===== src/inc/acs_pkg.sv =====
// Register map, field layout and timing constants of the converter sequencer
package acs_pkg;
    // ==========================================================
    // Register indices (byte address is four times the index)
    localparam logic [7:0] IDX_CTRL_A    = 8'h00;
    localparam logic [7:0] IDX_ACCUM     = 8'h01;
    localparam logic [7:0] IDX_REF_CLOCK_DIVIDER = 8'h02;
    localparam logic [7:0] IDX_DELAY     = 8'h03;
    localparam logic [7:0] IDX_WINMODE   = 8'h04;
    localparam logic [7:0] IDX_SAMPLE_LENGTH   = 8'h05;
    localparam logic [7:0] IDX_INSEL     = 8'h06;
    localparam logic [7:0] IDX_COMMAND   = 8'h08;
    localparam logic [7:0] IDX_EVENT     = 8'h09;
    localparam logic [7:0] IDX_IRQ_EN    = 8'h0a;
    localparam logic [7:0] IDX_IRQ_FLAGS = 8'h0b;
    localparam logic [7:0] IDX_DEBUG     = 8'h0c;
    localparam logic [7:0] IDX_STAGING   = 8'h0d;
    localparam logic [7:0] IDX_RESULT    = 8'h10;
    localparam logic [7:0] IDX_WIN_LOW   = 8'h12;
    localparam logic [7:0] IDX_WIN_HIGH  = 8'h14;
    localparam logic [7:0] IDX_DUTY_CYCLE_CALIBRATION     = 8'h16;
    // ==========================================================
    // Writable masks per register; other bits read zero
    localparam logic [7:0] MASK_CTRL_A    = 8'h87;
    localparam logic [7:0] MASK_ACCUM     = 8'h07;
    localparam logic [7:0] MASK_REF_CLOCK_DIVIDER = 8'h77;
    localparam logic [7:0] MASK_WINMODE   = 8'h07;
    localparam logic [7:0] MASK_FIVE_BIT  = 8'h1f;
    localparam logic [7:0] MASK_BIT0      = 8'h01;
    localparam logic [7:0] MASK_IRQ       = 8'h03;
    localparam logic [7:0] RESET_BYTE     = 8'h00;
    localparam logic [15:0] RESET_WORD    = 16'h0000;
    // ==========================================================
    // Window compare modes and init codes
    localparam logic [2:0] WIN_NONE    = 3'h0;
    localparam logic [2:0] WIN_BELOW   = 3'h1;
    localparam logic [2:0] WIN_ABOVE   = 3'h2;
    localparam logic [2:0] WIN_INSIDE  = 3'h3;
    localparam logic [2:0] WIN_OUTSIDE = 3'h4;
    localparam logic [2:0] ACC_MAX     = 3'h6;
    localparam logic [2:0] INIT_MAX    = 3'h5;
    localparam logic [1:0] REF_INTERNAL = 2'h0;
    localparam int         ADC_BITS    = 10;

    typedef struct packed {
        logic       keepalive;
        logic       res_sel;
        logic       cont_conv;
        logic       enable;
    } acs_ctrl_type;

    typedef enum logic [2:0] {
        ST_IDLE   = 3'b000,
        ST_INIT   = 3'b001,
        ST_SAMPLE = 3'b011,
        ST_DELAY  = 3'b010,
        ST_DONE   = 3'b110
    } acs_state_type;
endpackage

===== src/hdl/acs_top.sv =====
// Control and sequencing logic of a 10-bit successive-approximation converter
`timescale 1ns/100ps
`default_nettype none
// What this block does
// - The converter runs only while the enable bit is set.
// - Resolution select one drops the two low bits of each sample before use.
// - Continuous mode starts on command and then restarts after each result.
// - With keepalive clear the converter is held idle in standby sleep.
// - The accumulation count code selects 1 to 64 samples, code 7 reserved.
// - All selected samples sum into one result per conversion.
// - Reference select picks internal reference or supply.
// - The sample capacitor bit drives the analog capacitor selection.
// - The divider code divides the peripheral clock by two to 256.
// - Enabling or moving to internal reference waits the startup delay.
// - Waking from deep sleep also waits the startup delay.
// - Dither increments the inter-sample delay after each sample.
// - Each inter-sample gap lasts the delay field in converter clocks.
// - The window mode sets the match flag per comparison condition.
// - Writing start begins a measurement and reads one while busy.
// - Flags clear on write of one or on result read, zero writes ignored.
module acs_top
    import acs_pkg::*;
(
    input  wire logic        CLK,
    input  wire logic        RST,
    input  wire logic [7:0]  AVS_ADDRESS,
    input  wire logic        AVS_READ,
    input  wire logic        AVS_WRITE,
    input  wire logic [31:0] AVS_WRITEDATA,
    input  wire logic [3:0]  AVS_BYTEENABLE,
    output logic      [31:0] AVS_READDATA,
    output logic             AVS_WAITREQUEST,
    output logic             IRQ,
    input  wire logic        STANDBY,
    input  wire logic        DEEP_WAKE,
    input  wire logic        START_EVENT,
    input  wire logic        SAMPLE_DONE,
    input  wire logic [9:0]  SAMPLE_DATA,
    output logic             SAMPLE_START,
    output logic             CONV_CLK,
    output logic             ANALOG_ENABLE,
    output logic [1:0]       REF_SELECT,
    output logic             SAMPLE_CAP_SELECT,
    output logic [4:0]       INPUT_SELECT,
    output logic [4:0]       SAMPLE_LENGTH
);
    // ==========================================================
    // Registers
    acs_ctrl_type  ctrl_q;
    logic [7:0]    accum_q, refp_q, delay_q, winm_q, sample_length_q, insel_q;
    logic [7:0]    event_q, irqen_q, debug_q, staging_q, duty_cycle_calibration_q;
    logic [15:0]   result_q, winlo_q, winhi_q, acc_q;
    logic [1:0]    flags_q;
    logic          busy_q, rd_ack_q, need_init_q, wake_q;
    logic [2:0]    ev_sync_q, wk_sync_q;
    logic [1:0]    sb_sync_q;
    logic [7:0]    div_q;
    logic [8:0]    cnt_q;
    logic [6:0]    nsamp_q;
    acs_state_type st_q;

    // Writes land only at the edge that ends the cycle after the wait state
    wire       wr  = AVS_WRITE & AVS_BYTEENABLE[0] & rd_ack_q;
    wire [7:0] wd  = AVS_WRITEDATA[7:0];
    wire [7:0] idx = {2'b00, AVS_ADDRESS[7:2]};
    wire       hi  = AVS_BYTEENABLE[1];
    wire       wr_ctrl = wr && idx == IDX_CTRL_A;
    wire       wr_cmd  = wr && idx == IDX_COMMAND;
    wire       wr_flag = wr && idx == IDX_IRQ_FLAGS;
    wire       rd_res  = AVS_READ && !rd_ack_q && idx == IDX_RESULT;

    // ==========================================================
    // Converter clock divider
    wire [7:0] div_mask  = 8'(({1'b0, 8'h02} << refp_q[2:0]) - 9'h001);
    wire       adc_tick  = (div_q & div_mask) == div_mask;
    wire       run_ok    = ctrl_q.enable && !(sb_sync_q[1] &&
                           !ctrl_q.keepalive);
    wire       ev_rise   = ev_sync_q[1] && !ev_sync_q[2] && event_q[0];
    wire       wake_rise = wk_sync_q[1] && !wk_sync_q[2];
    wire       start_req = wr_cmd && wd[0] || ev_rise;
    wire [8:0] init_len  = (delay_q[7:5] == 3'h0 || delay_q[7:5] > INIT_MAX) ?
                           9'h000 : 9'(9'h008 << delay_q[7:5]);
    wire [6:0] acc_len   = (accum_q[2:0] > ACC_MAX) ? 7'h01 :
                           7'(7'h01 << accum_q[2:0]);
    wire [9:0] samp_trim = ctrl_q.res_sel ? {2'b00, SAMPLE_DATA[9:2]} :
                           SAMPLE_DATA;
    wire [15:0] acc_sum  = acc_q + {6'h00, samp_trim};
    wire       last_samp = nsamp_q == acc_len - 7'h01;
    // Zero and reserved startup codes go straight to sampling
    wire       init_owed  = need_init_q && init_len != 9'h000;
    wire       leave_idle = run_ok && st_q == ST_IDLE &&
                            (busy_q || start_req);

    // Window comparison on the finished result
    wire lt = acc_sum < winlo_q;
    wire gt = acc_sum > winhi_q;
    logic win_hit;
    always_comb begin
        case (winm_q[2:0])
            WIN_BELOW:   win_hit = lt;
            WIN_ABOVE:   win_hit = gt;
            WIN_INSIDE:  win_hit = (acc_sum > winlo_q) && (acc_sum < winhi_q);
            WIN_OUTSIDE: win_hit = lt || gt;
            default:     win_hit = 1'b0;
        endcase
    end
    wire conv_end = st_q == ST_SAMPLE && SAMPLE_DONE && adc_tick && last_samp;

    // ==========================================================
    // Sequencer
    always_ff @(posedge CLK or posedge RST) begin
        if (RST) begin
            st_q     <= ST_IDLE;
            cnt_q    <= 9'h000;
            nsamp_q  <= 7'h00;
            acc_q    <= RESET_WORD;
            busy_q   <= 1'b0;
            div_q    <= 8'h00;
        end else begin
            div_q <= (run_ok && !adc_tick) ? div_q + 8'h01 : 8'h00;
            if (!run_ok) begin
                st_q   <= ST_IDLE;
                busy_q <= 1'b0;
            end else begin
                if (start_req)
                    busy_q <= 1'b1;
                case (st_q)
                    ST_IDLE: if (busy_q || start_req) begin
                        st_q    <= init_owed ? ST_INIT : ST_SAMPLE;
                        cnt_q   <= init_len;
                        nsamp_q <= 7'h00;
                        acc_q   <= RESET_WORD;
                    end
                    ST_INIT: if (adc_tick) begin
                        if (cnt_q <= 9'h001)
                            st_q <= ST_SAMPLE;
                        cnt_q <= cnt_q - 9'h001;
                    end
                    ST_SAMPLE: if (adc_tick && SAMPLE_DONE) begin
                        acc_q   <= acc_sum;
                        nsamp_q <= nsamp_q + 7'h01;
                        cnt_q   <= {5'h00, delay_q[3:0]};
                        if (last_samp) begin
                            st_q <= ST_DONE;
                        end else if (delay_q[3:0] != 4'h0) begin
                            st_q <= ST_DELAY;
                        end
                    end
                    ST_DELAY: if (adc_tick) begin
                        if (cnt_q <= 9'h001)
                            st_q <= ST_SAMPLE;
                        cnt_q <= cnt_q - 9'h001;
                    end
                    ST_DONE: begin
                        nsamp_q <= 7'h00;
                        acc_q   <= RESET_WORD;
                        if (ctrl_q.cont_conv) begin
                            st_q <= ST_SAMPLE;
                        end else begin
                            st_q   <= ST_IDLE;
                            busy_q <= start_req;
                        end
                    end
                    default: st_q <= ST_IDLE;
                endcase
            end
        end
    end

    // Startup delay is owed after enable, internal ref change, or wake
    wire ref_to_int = wr && idx == IDX_REF_CLOCK_DIVIDER &&
                      wd[5:4] == REF_INTERNAL && refp_q[5:4] != REF_INTERNAL;
    wire en_rise    = wr_ctrl && wd[0] && !ctrl_q.enable;
    always_ff @(posedge CLK or posedge RST) begin
        if (RST) begin
            need_init_q <= 1'b1;
            wake_q      <= 1'b0;
        end else if (en_rise || ref_to_int || wake_rise) begin
            need_init_q <= 1'b1;
            wake_q      <= wake_rise;
        end else if (leave_idle) begin
            need_init_q <= 1'b0;
            wake_q      <= 1'b0;
        end
    end

    // ==========================================================
    // Synchronisers for pin inputs
    always_ff @(posedge CLK or posedge RST) begin
        if (RST) begin
            ev_sync_q <= 3'h0;
            wk_sync_q <= 3'h0;
            sb_sync_q <= 2'h0;
        end else begin
            ev_sync_q <= {ev_sync_q[1:0], START_EVENT};
            wk_sync_q <= {wk_sync_q[1:0], DEEP_WAKE};
            sb_sync_q <= {sb_sync_q[0], STANDBY};
        end
    end
    wire unused_ok = wake_q;

    // ==========================================================
    // Register writes
    always_ff @(posedge CLK or posedge RST) begin
        if (RST) begin
            ctrl_q <= '0;
            {accum_q, refp_q, winm_q, sample_length_q} <= {4{RESET_BYTE}};
            {insel_q, event_q, irqen_q, debug_q} <= {4{RESET_BYTE}};
            {staging_q, duty_cycle_calibration_q}                 <= {2{RESET_BYTE}};
            {winlo_q, winhi_q, result_q}         <= {3{RESET_WORD}};
        end else begin
            if (wr_ctrl)
                ctrl_q <= {wd[7], wd[2:0]};
            if (wr && idx == IDX_ACCUM)     accum_q   <= wd & MASK_ACCUM;
            if (wr && idx == IDX_REF_CLOCK_DIVIDER) refp_q    <= wd & MASK_REF_CLOCK_DIVIDER;
            if (wr && idx == IDX_WINMODE)   winm_q    <= wd & MASK_WINMODE;
            if (wr && idx == IDX_SAMPLE_LENGTH)   sample_length_q <= wd & MASK_FIVE_BIT;
            if (wr && idx == IDX_INSEL && !busy_q)
                insel_q <= wd & MASK_FIVE_BIT;
            if (wr && idx == IDX_EVENT)     event_q   <= wd & MASK_BIT0;
            if (wr && idx == IDX_IRQ_EN)    irqen_q   <= wd & MASK_IRQ;
            if (wr && idx == IDX_DEBUG)     debug_q   <= wd & MASK_BIT0;
            if (wr && idx == IDX_STAGING)   staging_q <= wd;
            if (wr && idx == IDX_DUTY_CYCLE_CALIBRATION)     duty_cycle_calibration_q   <= wd & MASK_BIT0;
            if (wr && idx == IDX_WIN_LOW)
                winlo_q <= {hi ? AVS_WRITEDATA[15:8] : winlo_q[15:8], wd};
            if (wr && idx == IDX_WIN_HIGH)
                winhi_q <= {hi ? AVS_WRITEDATA[15:8] : winhi_q[15:8], wd};
            if (conv_end)
                result_q <= acc_sum;
        end
    end

    // Delay field and flags: a delay write beats the dither step, hardware flag set wins over clear
    always_ff @(posedge CLK or posedge RST) begin
        if (RST) begin
            delay_q <= RESET_BYTE;
            flags_q <= 2'b00;
        end else begin
            if (wr && idx == IDX_DELAY)
                delay_q <= wd;
            else if (st_q == ST_SAMPLE && adc_tick && SAMPLE_DONE &&
                     delay_q[4])
                delay_q[3:0] <= delay_q[3:0] + 4'h1;
            flags_q <= (flags_q & ~((wr_flag ? wd[1:0] : 2'b00) |
                        {2{rd_res}})) | {conv_end && win_hit, conv_end};
        end
    end

    // ==========================================================
    // Avalon slave: one wait cycle per access
    always_ff @(posedge CLK or posedge RST) begin
        if (RST) begin
            rd_ack_q     <= 1'b0;
            AVS_READDATA <= 32'h00000000;
        end else begin
            rd_ack_q <= (AVS_READ || AVS_WRITE) && !rd_ack_q;
            case (idx)
                IDX_CTRL_A:    AVS_READDATA <= {24'h0, ctrl_q.keepalive,
                                   4'h0, ctrl_q.res_sel, ctrl_q.cont_conv,
                                   ctrl_q.enable};
                IDX_ACCUM:     AVS_READDATA <= {24'h0, accum_q};
                IDX_REF_CLOCK_DIVIDER: AVS_READDATA <= {24'h0, refp_q};
                IDX_DELAY:     AVS_READDATA <= {24'h0, delay_q};
                IDX_WINMODE:   AVS_READDATA <= {24'h0, winm_q};
                IDX_SAMPLE_LENGTH:   AVS_READDATA <= {24'h0, sample_length_q};
                IDX_INSEL:     AVS_READDATA <= {24'h0, insel_q};
                IDX_COMMAND:   AVS_READDATA <= {31'h0, busy_q};
                IDX_EVENT:     AVS_READDATA <= {24'h0, event_q};
                IDX_IRQ_EN:    AVS_READDATA <= {24'h0, irqen_q};
                IDX_IRQ_FLAGS: AVS_READDATA <= {30'h0, flags_q};
                IDX_DEBUG:     AVS_READDATA <= {24'h0, debug_q};
                IDX_STAGING:   AVS_READDATA <= {24'h0, staging_q};
                IDX_RESULT:    AVS_READDATA <= {16'h0, result_q};
                IDX_WIN_LOW:   AVS_READDATA <= {16'h0, winlo_q};
                IDX_WIN_HIGH:  AVS_READDATA <= {16'h0, winhi_q};
                IDX_DUTY_CYCLE_CALIBRATION:     AVS_READDATA <= {24'h0, duty_cycle_calibration_q};
                default:       AVS_READDATA <= 32'h00000000;
            endcase
        end
    end

    assign AVS_WAITREQUEST   = (AVS_READ || AVS_WRITE) && !rd_ack_q;
    assign IRQ               = |(flags_q & irqen_q[1:0]);
    assign SAMPLE_START      = st_q == ST_SAMPLE && !unused_ok;
    assign CONV_CLK          = div_q[7:0] > (div_mask >> 1);
    assign ANALOG_ENABLE     = run_ok;
    assign REF_SELECT        = refp_q[5:4];
    assign SAMPLE_CAP_SELECT = refp_q[6];
    assign INPUT_SELECT      = insel_q[4:0];
    assign SAMPLE_LENGTH     = sample_length_q[4:0];
endmodule
`default_nettype wire


===== config.mk =====
export PLATFORM = sky130hd
export DESIGN_NAME = acs_top
export DESIGN_NICKNAME = d
export VERILOG_FILES = /design/src/inc/acs_pkg.sv /design/src/hdl/acs_top.sv
export SDC_FILE = /design/constraint.sdc
export NUM_CORES = 1
export LEC_CHECK = 0
export ABC_AREA = 1
export BUFFER_PORTS_ARGS = -buffer_cell sky130_fd_sc_hd__buf_2
export CAP_MARGIN = 20
export CORE_ASPECT_RATIO = 0.75
export CORE_MARGIN = 2
export CORE_UTILIZATION = 38
export CTS_CLUSTER_DIAMETER = 150
export DETAILED_ROUTE_END_ITERATION = 10
export MAX_ROUTING_LAYER = met4
export PLACE_DENSITY_LB_ADDON = 0.12
export REMOVE_ABC_BUFFERS = 1
export SLEW_MARGIN = 30
export SYNTH_ARGS = -nofsm -noshare
export SYNTH_HDL_FRONTEND = slang
export SYNTH_SLANG_ARGS = --single-unit

===== constraint.sdc =====
create_clock -name CLK -period 11.84 [get_ports CLK]
set_clock_uncertainty 0.15 [all_clocks]
set_input_delay 2.368 -clock CLK [delete_from_list [all_inputs] [get_ports CLK]]
set_output_delay 2.368 -clock CLK [all_outputs]
set_load 0.05 [all_outputs]

==> Yosys cells after proc, flatten, opt, wreduce, memory -nomap -nowiden <==
Cells that the tools add are included.
{ "totals": {"regBits": 184, "inputBits": 62, "out_inout_bits": 50, "elab_cells": 209} }
{ "op_classes": {"addsub": 7, "n_lt_le_gt_ge": 8, "eq_ne": 34, "shift": 3, "muxes": 36, "n_bitwise": 8, "n_reduce_logical": 78} }
{ "op_table": {"columns": ["operator", "n"], "rows": [
  ["$pmux 16 s17", 1],
  ["$pmux 16 s3", 1],
  ["$logic_and 1x1->1", 44],
  ["$eq 6x4->1 const B", 6],
  ["$mux 9", 4],
  ["$gt 16x16->1", 2],
  ["$lt 16x16->1", 2],
  ["$mux 16", 2],
  ["$pmux 9 s3", 1],
  ["$eq 6x5->1 const B", 4],
  ["$mux 3", 7],
  ["$mux 7", 3],
  ["$pmux 7 s3", 1],
  ["$eq 6x3->1 const B", 3],
  ["$add 16x10->16", 1],
  ["$eq 3x2->1 const B", 4],
  ["$eq 6x2->1 const B", 2],
  ["$pmux 3 s4", 1],
  ["$mux 10", 1],
  ["$reduce_and 5->1", 2],
  ["$le 9x1->1 const B", 1],
  ["$logic_not 1->1", 9],
  ["$reduce_bool 9->1", 1],
  ["$shl 4x3->9 const A", 1],
  ["other kinds (40)", 70]
]} }

==> Longest topological paths before layout <==
Gate-level depths: netlist (run 1).
{ "logic_depth": {"depth_word": 9, "mapped_depth": 27} }

==> Worst setup path after synthesis (run 1) <==
No wires, ideal clock.
{ "synth_path": {"path_type": "input -> output", "start": "input AVS_WRITE", "end": "output AVS_WAITREQUEST", "arrival_time_ps": 3065, "t_required_ps": 9322, "slack_ps": 6257, "stages": 2, "cell_sequence": "nor2_1 -> nor2_1"} }
{ "synth_between": {"elab_chain_cells": 2} }
{ "synth_lines": {"columns": ["element", "line", "rtl"], "rows": [
  ["start: declaration", "acs_top.sv:28", "input wire logic AVS_WRITE,"],
  ["$logic_or 1x1->1", "acs_top.sv:283", "assign AVS_WAITREQUEST = (AVS_READ || AVS_WRITE) && !rd_ack_q;"],
  ["$logic_and 1x1->1", "acs_top.sv:283", null],
  ["end: declaration", "acs_top.sv:32", "output logic AVS_WAITREQUEST,"]
]} }
Every way passes these cells.

==> Worst setup path in the final report (run 1) <==
{ "layout_path": {"start": "input SAMPLE_DATA[2]", "end": "register flags_q[1]"} }
{ "layout_between": {"elab_chain_cells": 7, "elab_cells_between_ends": 11} }
{ "layout_lines": {"columns": ["element", "line", "rtl"], "rows": [
  ["start: declaration", "acs_top.sv:38", "input wire logic [9:0] SAMPLE_DATA,"],
  ["$mux 10 *", "acs_top.sv:85", "wire [9:0] samp_trim = ctrl_q.res_sel ? {2'b00, SAMPLE_DATA[9:2]} :"],
  ["$add 16x10->16 *", "acs_top.sv:87", "wire [15:0] acc_sum = acc_q + {6'h00, samp_trim};"],
  ["net acc_sum[10]", "acs_top.sv:87", null],
  ["$lt 16x16->1, or another cell as far along", "acs_top.sv:95", "wire lt = acc_sum < winlo_q;"],
  ["$logic_or 1x1->1 / $logic_and 1x1->1 (equally long branches)", "acs_top.sv:103, acs_top.sv:102", null],
  ["$pmux 1 s4 *", "acs_top.sv:99", "case (winm_q[2:0])"],
  ["$logic_and 1x1->1 *", "acs_top.sv:246", "{2{rd_res}})) | {conv_end && win_hit, conv_end};"],
  ["$or 2x2->2 *", "acs_top.sv:246", null],
  ["end signal: assignment", "acs_top.sv:245", "flags_q <= (flags_q & ~((wr_flag ? wd[1:0] : 2'b00) |"],
  ["end: declaration", "acs_top.sv:53", "logic [1:0] flags_q;"]
]} }
Mark *: on every way through the listed nets, which the timed path passes. The rest lies on a longest branch.
A chain may end at the register's enable or synchronous reset.

==> results of run 1 <==
==> metrics by stage <==
| step | instances | util, % | worst slack (ns) |
|---|---|---|---|
| 2_1_floorplan | 1219 | - | 4.78 |
| 3_3_place_gp | 1636 | 41.4 | 5.98 |
| 3_5_place_dp | 1636 | 41.4 | 5.97 |
| 4_1_cts | 1667 | 43.5 | 6.41 |
| 5_1_grt | 1667 | 43.6 | 6.01 |
| 6_report | 1667 | 43.6 | 6.35 |
==> area by class of cell <==
cell class | instances | area, um^2
tap | 338 | 423
fill | 2582 | 14200
inverter | 175 | 666
timing repair buffer | 79 | 409
multi-input combinational | 876 | 4680
clock inverter | 7 | 71.3
sequential | 168 | 4210
clock buffer | 24 | 472
==> synthesized netlist by cell type, types with 2 or more instances <==
master | count | area (um^2)
o21bai_1 | 2 | 15.0
nor2_2 | 4 | 25.0
xor2_1 | 16 | 140
nor2_4 | 3 | 33.8
o22ai_1 | 11 | 68.8
a21oi_1 | 38 | 190
nand4_1 | 16 | 100
nand3b_1 | 7 | 52.6
or2_1 | 2 | 12.5
nor3b_1 | 3 | 22.5
ha_1 | 56 | 701
inv_2 | 6 | 22.5
a21o_1 | 2 | 15.0
nor2_1 | 71 | 267
nand3_1 | 53 | 265
clkbuf_1 | 11 | 41.3
o221ai_1 | 10 | 87.6
a31oi_1 | 3 | 18.8
o21ai_0 | 131 | 656
dfrtp_1 | 167 | 4180
o21ai_1 | 4 | 20.0
nand2_2 | 3 | 18.8
nand3_2 | 5 | 50.1
nor3_1 | 17 | 85.1
xnor2_1 | 4 | 35.0
clkinv_1 | 2 | 7.51
a221oi_1 | 8 | 70.1
buf_4 | 18 | 135
inv_1 | 166 | 623
a22oi_1 | 9 | 67.6
o211ai_1 | 5 | 37.5
o311ai_0 | 2 | 17.5
o31ai_1 | 3 | 22.5
nand2_1 | 354 | 1330
buf_2 | 9 | 45.0
mux2_2 | 3 | 33.8
==> layout by cell type (no fill, tap or decap), types with 3 or more instances in the layout <==
cell type	Yosys	routed
nor2_1	71	71
nand2_1	354	354
dfrtp_1	167	167
o31ai_1	3	3
nor2_4	3	3
nor3_1	17	17
a21oi_1	38	38
nand3_1	53	53
o221ai_1	10	10
buf_2	9	75
inv_1	166	165
clkinvlp_4	0	3
buf_4	18	3
nor3b_1	3	3
a22oi_1	9	9
clkinv_2	1	3
o211ai_1	5	5
xnor2_1	4	4
nand2_2	3	3
ha_1	56	56
clkbuf_16	0	17
nand3b_1	7	7
o21ai_1	4	4
nand3_2	5	5
nor2_2	4	4
inv_2	6	6
a31oi_1	3	3
nand4_1	16	16
a221oi_1	8	8
mux2_2	3	3
conb_1	1	16
xor2_1	16	16
o22ai_1	11	11
clkbuf_1	11	5
o21ai_0	131	131
==> per-layer routing <==
layer | routed length, um | vias to the layer above | global-route usage, %
met3 | 1490 | 9 | 4.79
met5 | 0 | - | -
li1 | - | 4183 | -
met1 | 15100 | 3883 | 34.2
met4 | 122 | 0 | 3.62
met2 | 10400 | 191 | 27.4
==> sequential cells by signal, summed over array words and instances, names as in the netlist, 4 cells and up <==
| name | count |
|---|---|
| AVS_READDATA | 16 |
| acc_q | 16 |
| result_q | 16 |
| winhi_q | 16 |
| winlo_q | 16 |
| cnt_q | 9 |
| delay_q | 8 |
| div_q | 8 |
| staging_q | 8 |
| nsamp_q | 7 |
| refp_q | 6 |
| insel_q | 5 |
| sample_length_q | 5 |
| ctrl_q | 4 |
==> worst max-delay path by stage <==
stage                     depth (start not counted)      startpoint  slack, ns              end
final                                            24  SAMPLE_DATA[2]       6.35       flags_q[1]
after global routing                             24  SAMPLE_DATA[0]       6.01       flags_q[1]
after CTS                                         4       AVS_WRITE       6.41  AVS_WAITREQUEST
after detailed placement                         24  SAMPLE_DATA[2]       5.97       flags_q[1]
after global placement                           24  SAMPLE_DATA[2]       5.98       flags_q[1]
after floorplan                                   1             RST       4.78  AVS_READDATA[0]
==> power by group through the flow <==
stage / registers [mW] / clock network (mW) / logic (mW)
2_1_floorplan: 0.626 / 0 / 0.102
6_report: 0.610 / 0.538 / 0.158
5_1_grt: 0.612 / 0.579 / 0.178
3_3_place_gp: 0.620 / 0 / 0.156
4_1_cts: 0.609 / 0.550 / 0.158
3_5_place_dp: 0.620 / 0 / 0.157
==> cells by family after synthesis <==
kind of cell,after synthesis
other cells,1
xor+xnor,20
compound gates,237
mux,3
flops,168
buf+inv,217
fa+ha+maj,57
simple gates,543
==> flow_metrics.py, run 1 <==
metrics = {
    "placed_design": {
        "globalplace.congestion": 0.873,
        "post_dp_cell_area_um2": 10400,
        "io_buffers": 75,
        "hpwl_mm": 20.4,
    },
    "yosys": {
        "syn_area_um2": 9740,
        "synth-edff-count": 0,
        "ys_async_sr_fraction_pct": 100,
        "synthMuxAreaShare_pct": 0.347,
        "synthAdderAreaFrac_pct": 7.40,
        "ys_ff_latch": 168,
        "synthSimpleGateAreaFrac_pct": 23.7,
        "synth_top_family_by_area": "simple AND/OR/NAND/NOR gates",
        "synth_compound_area_share_pct": 14.1,
        "ys_warn_count": 0,
        "avgSynthCellArea_um2": 7.82,
        "synth_xor_area_share_pct": 1.80,
        "synth_cell_type_count": 58,
        "synthFlopType": "dfrtp_1",
        "synth_cells": 1246,
        "ys_seq_area_share_pct": 43.2,
    },
    "critical_path": {
        "r2r_cells": 24,
        "slowest_delay_ns": 0.42,
        "crit_type": "in -> reg",
        "startpoint_type": "primary input",
        "crit_buf_inv": 3,
        "critPathArrivalTime_ns": 5.65,
        "r2r_end": "flags_q[1]",
        "required_ns": 12.01,
        "cp_slowest_cell": "fa_1",
        "worst_setup_path_end_kind": "flop",
        "reg2reg_slack_ns": 7.34,
        "crit_top_cell": "nand2_1",
        "crit_path_cell_trace": "buf_2 > nand2_1 > nand2_1 > ha_1 > fa_1 > nand3_1 > nand2_1 > nand2_1 > o211ai_1 > a21oi_1 > xor2_1 > inv_1 > ha_1 > nand2_1 > nor2_1 > nand2_1 > nor2_1 > nand4_1 > nand3_1 > nand2_1 > inv_1 > nand3_1 > nand2_1 > nand2_1",
        "crit_family": "simple AND/OR/NAND/NOR gates",
        "critical_path.max_fanout": 4,
        "r2r-start": "ctrl_q[2]",
    },
    "cts": {
        "cts-root-buf": "clkbuf_16",
        "clk_path_buf_depth": 2,
        "post_cts_buffers": 0,
        "cts.sinks": 168,
        "htree_levels": 4,
        "numCtsBuffers": 17,
        "cts-hold-fix-buffers": 0,
        "clkSlewWorstSetupHoldPaths_ns": 0.06,
        "clock_latency_ns": 0.44,
        "post_cts_resized": 0,
        "cts_tree": "built",
    },
    "final_layout": {
        "design_area_um2": 10900,
        "diodes": 0,
        "layout-drive-gt1-share_pct": 10.5,
        "area_delta_synth_final_pct": 12.1,
        "nets": 1436,
    },
    "sta": {
        "rsz0062_at_grt": "false",
        "max_slew_margin_pct": 44.1,
        "setup_viol": 0,
        "layout_worst_path_cycle_share_pct": 46.3,
        "whs_ns": 0.198,
        "worst_pin_slew_ns": 0.835,
        "fmax_mhz": 182,
        "hold_viol_final": 0,
        "fin_tns_setup_ns": 0,
        "slew_violations": 0,
        "fin_crit_ns": 5.49,
    },
    "route": {
        "drt_iter0_drc": 693,
        "antenna_left": 0,
        "avgRoutedWirePerCell_um": 16.2,
        "vias": 8266,
        "vias_per_cell": 4.96,
        "dr.pass1.iters": 5,
        "postRouteWirelength_mm": 27.0,
        "remaining_drc_errors": 0,
    },
    "power_and_ir_drop": {
        "seqPwrFrac_pct": 46.7,
        "ir_drop_mv": 0.105,
        "p_leak_nw": 5.60,
        "power.switching_mw": 0.369,
        "p_int_mw": 0.937,
        "comb_power_share_pct": 12.1,
        "switching_share_pct": 28.3,
        "clkPwrFrac_pct": 41.2,
        "power.total_mw": 1.31,
        "power_density_nw_per_um2": 120,
    },
    "global_routing": {
        "antenna_found_initial": 0,
        "grt_pass1_vias": 7552,
        "grt_pass1_wl_mm": 43.1,
        "grt.total_usage_pct": 21.5,
        "grt_overflow": 0,
        "grt_max_degree": 98,
    },
    "min_path": {
        "holdPathEnd": "sb_sync_q[1]",
        "hold_class": "reg -> reg",
        "min_from": "sb_sync_q[0]",
        "hold-path-cell-count": 0,
    },
    "floorplan": {
        "die_area_um2": 27000,
        "rows": 50,
        "die_w_um": 189,
        "die_h_um": 143,
        "boundaryPins": 112,
        "core-area_um2": 25100,
        "start_util_pct": 38.8,
    },
    "run_status": {
        "status": "finished, final reports clean",
    },
    "flow_run": {
        "cap_violations": 0,
    },
}
(Power assumes the default switching activity.)
==> run 2, diff against run 1 <==
ABC_AREA = 0   (was 1)
clock period = 5.6 ns   (was 11.84 ns; I/O delays follow)
==> flow_metrics.py, run 2 <==
metrics = {
    "run_status": {
        "status": "finished, final reports clean",
    },
    "placed_design": {
        "globalplace.congestion": 0.847,
        "dp_slack_ns": 0.215,
        "io_buffers": 75,
        "dp_cells": 1324,
        "hpwl_mm": 19.7,
    },
    "sta": {
        "layout_worst_path_cycle_share_pct": 91.4,
        "max_slew_margin_pct": 36.0,
        "finalWorstSetupSlack_ns": 0.484,
        "hold_viol_final": 0,
        "setup_viol": 0,
        "worst_pin_slew_ns": 0.957,
        "fin_crit_ns": 5.12,
        "rsz0062_at_grt": "false",
        "fmax_mhz": 195,
        "slew_violations": 0,
    },
    "power_and_ir_drop": {
        "power_density_nw_per_um2": 255,
        "clkPwrFrac_pct": 43.9,
        "switching_share_pct": 27.5,
        "ir_drop_mv": 0.212,
        "p_leak_nw": 5.11,
        "comb_power_share_pct": 10.3,
        "power.switching_mw": 0.770,
        "p_int_mw": 2.03,
        "seqPwrFrac_pct": 45.8,
    },
    "route": {
        "dr.pass1.iters": 7,
        "vias": 7458,
        "avgRoutedWirePerCell_um": 19.9,
        "drt_iter0_drc": 655,
        "postRouteWirelength_mm": 27.0,
        "antenna_left": 0,
        "remaining_drc_errors": 0,
        "vias_per_cell": 5.50,
    },
    "floorplan": {
        "die_w_um": 189,
        "die_area_um2": 27000,
        "rows": 50,
        "die_h_um": 143,
        "boundaryPins": 112,
        "core-area_um2": 25100,
        "start_util_pct": 38.9,
    },
    "critical_path": {
        "startpoint_type": "flop",
        "worst_setup_path_end_kind": "flop",
        "crit_type": "reg -> reg",
        "critical_path.max_fanout": 12,
        "crit_start": "ctrl_q[2]",
        "required_ns": 5.78,
        "r2r_cells": 14,
        "cp-endpoint": "flags_q[1]",
        "r2r_end": "flags_q[1]",
        "critPathArrivalTime_ns": 5.30,
        "reg2reg_slack_ns": 0.48,
        "r2r-start": "ctrl_q[2]",
    },
    "cts": {
        "htree_levels": 4,
        "cts.sinks": 168,
        "clk_path_buf_depth": 2,
        "post_cts_buffers": 0,
        "cts-hold-fix-buffers": 0,
        "cts-root-buf": "clkbuf_16",
        "cts_tree": "built",
        "post_cts_resized": 0,
        "clkSlewWorstSetupHoldPaths_ns": 0.08,
        "numCtsBuffers": 17,
        "clock_latency_ns": 0.45,
    },
    "global_routing": {
        "antenna_found_initial": 0,
        "grt_pass1_wl_mm": 42.4,
        "grt_overflow": 0,
        "grt_pass1_vias": 7189,
        "grt.total_usage_pct": 21.3,
        "grt_max_degree": 88,
    },
    "yosys": {
        "yosysMostFrequentCell": "dfrtp_1",
        "synthTopCellsByCount": "167 x dfrtp_1, 92 x mux2_2, 63 x nand2_1, 56 x ha_1, 55 x nor2_1",
        "synthFlopType": "dfrtp_1",
        "avgSynthCellArea_um2": 10.4,
        "synth-edff-count": 0,
        "ys_async_sr_fraction_pct": 100,
        "ys_top_cells_by_area": "dfrtp_1 43%, mux2_2 11%, ha_1 7.2%",
        "synth_cells": 943,
        "synth.top_cell.area_share_pct": 42.8,
        "ys_ff_latch": 168,
        "synth_cell_type_count": 82,
        "synth_largest_area_cell": "dfrtp_1",
        "syn_area_um2": 9770,
        "ys_warn_count": 0,
        "ys_seq_area_share_pct": 43.0,
    },
    "final_layout": {
        "post-route-util_pct": 43.8,
        "final_common_cell": "dfrtp_1",
        "layout-drive-gt1-share_pct": 23.9,
        "final_cell_mix": "167 x dfrtp_1, 92 x mux2_2, 75 x buf_2",
        "nets": 1124,
        "diodes": 0,
        "area_delta_synth_final_pct": 12.4,
        "finalNonFillerCells": 1356,
    },
    "flow_run": {
        "cap_violations": 0,
    },
    "min_path": {
        "hold_class": "reg -> reg",
    },
}
[run 2: how the worst min path moves through the flow]
stage | endpoint | startpoint | slack [ns] | cells past startpoint
6_report | ev_sync_q[1] | ev_sync_q[0] | 0.21 | 0
5_1_grt | sb_sync_q[1] | sb_sync_q[0] | 0.21 | 0
4_1_cts | sb_sync_q[1] | sb_sync_q[0] | 0.21 | 0
3_5_place_dp | wk_sync_q[1] | wk_sync_q[0] | 0.19 | 0
3_3_place_gp | ev_sync_q[1] | ev_sync_q[0] | 0.18 | 0
2_1_floorplan | ev_sync_q[1] | ev_sync_q[0] | 0.18 | 0
[run 2: layer usage]
metal	part of all wire, %	global-route usage (%)	wire [um]
met1	55	33.4	14700
met2	39	28.1	10500
met3	5.4	3.29	1470
met4	1.0	4.77	274
met5	0	-	0
[run 2: worst max-delay path: stages (launching register included)]
cell       delay (ns)
dfrtp_1          0.72
mux2_2           0.42
ha_1             0.34
nand3_1          0.14
a2111oi_0        0.51
o21ai_0          0.27
a21boi_0         0.42
xor2_1           0.41
ha_1             0.33
a211oi_1         0.22
nor2_1           0.09
or2_2            0.27
or3b_2           0.47
a21oi_1          0.16
a2bb2oi_2        0.07
[run 2: layout make-up]
type	count	area [um^2]
multi-input combinational	684	5110
clock inverter	13	143
inverter	50	193
timing repair buffer	84	455
fill	2440	14100
clock buffer	19	453
sequential	168	4210
tap	338	423
[run 2: cells by family after synthesis]
logic type | after synthesis | synth area share, %
adders and majority gates | 57 | 7.38
and+or+nand+nor | 274 | 15.0
buffers and inverters | 106 | 5.34
AOI/OAI and AO/OA | 198 | 13.7
muxes | 108 | 12.7
DFF | 168 | 43.0
xor gates and xnor gates | 31 | 2.78
other | 1 | 0.0384
[run 2: stage by stage]
step	TNS, ns	power [mW]	cell area [um^2]	hold WS, ns
final	0	2.80	11000	0.207
after global routing	0	2.89	11000	0.213
after CTS	0	2.82	11000	0.210
after detailed placement	0	1.59	10400	0.187
after global placement	0	1.59	10400	0.183
after floorplan	-35.92	1.49	9490	0.181
[run 2: power by group through the flow]
stage	clock network [mW]	logic [mW]	registers [mW]
after CTS	1.25	0.290	1.28
after detailed placement	0	0.289	1.30
after floorplan	0	0.184	1.31
final	1.23	0.288	1.28
after global routing	1.29	0.319	1.29
after global placement	0	0.287	1.30
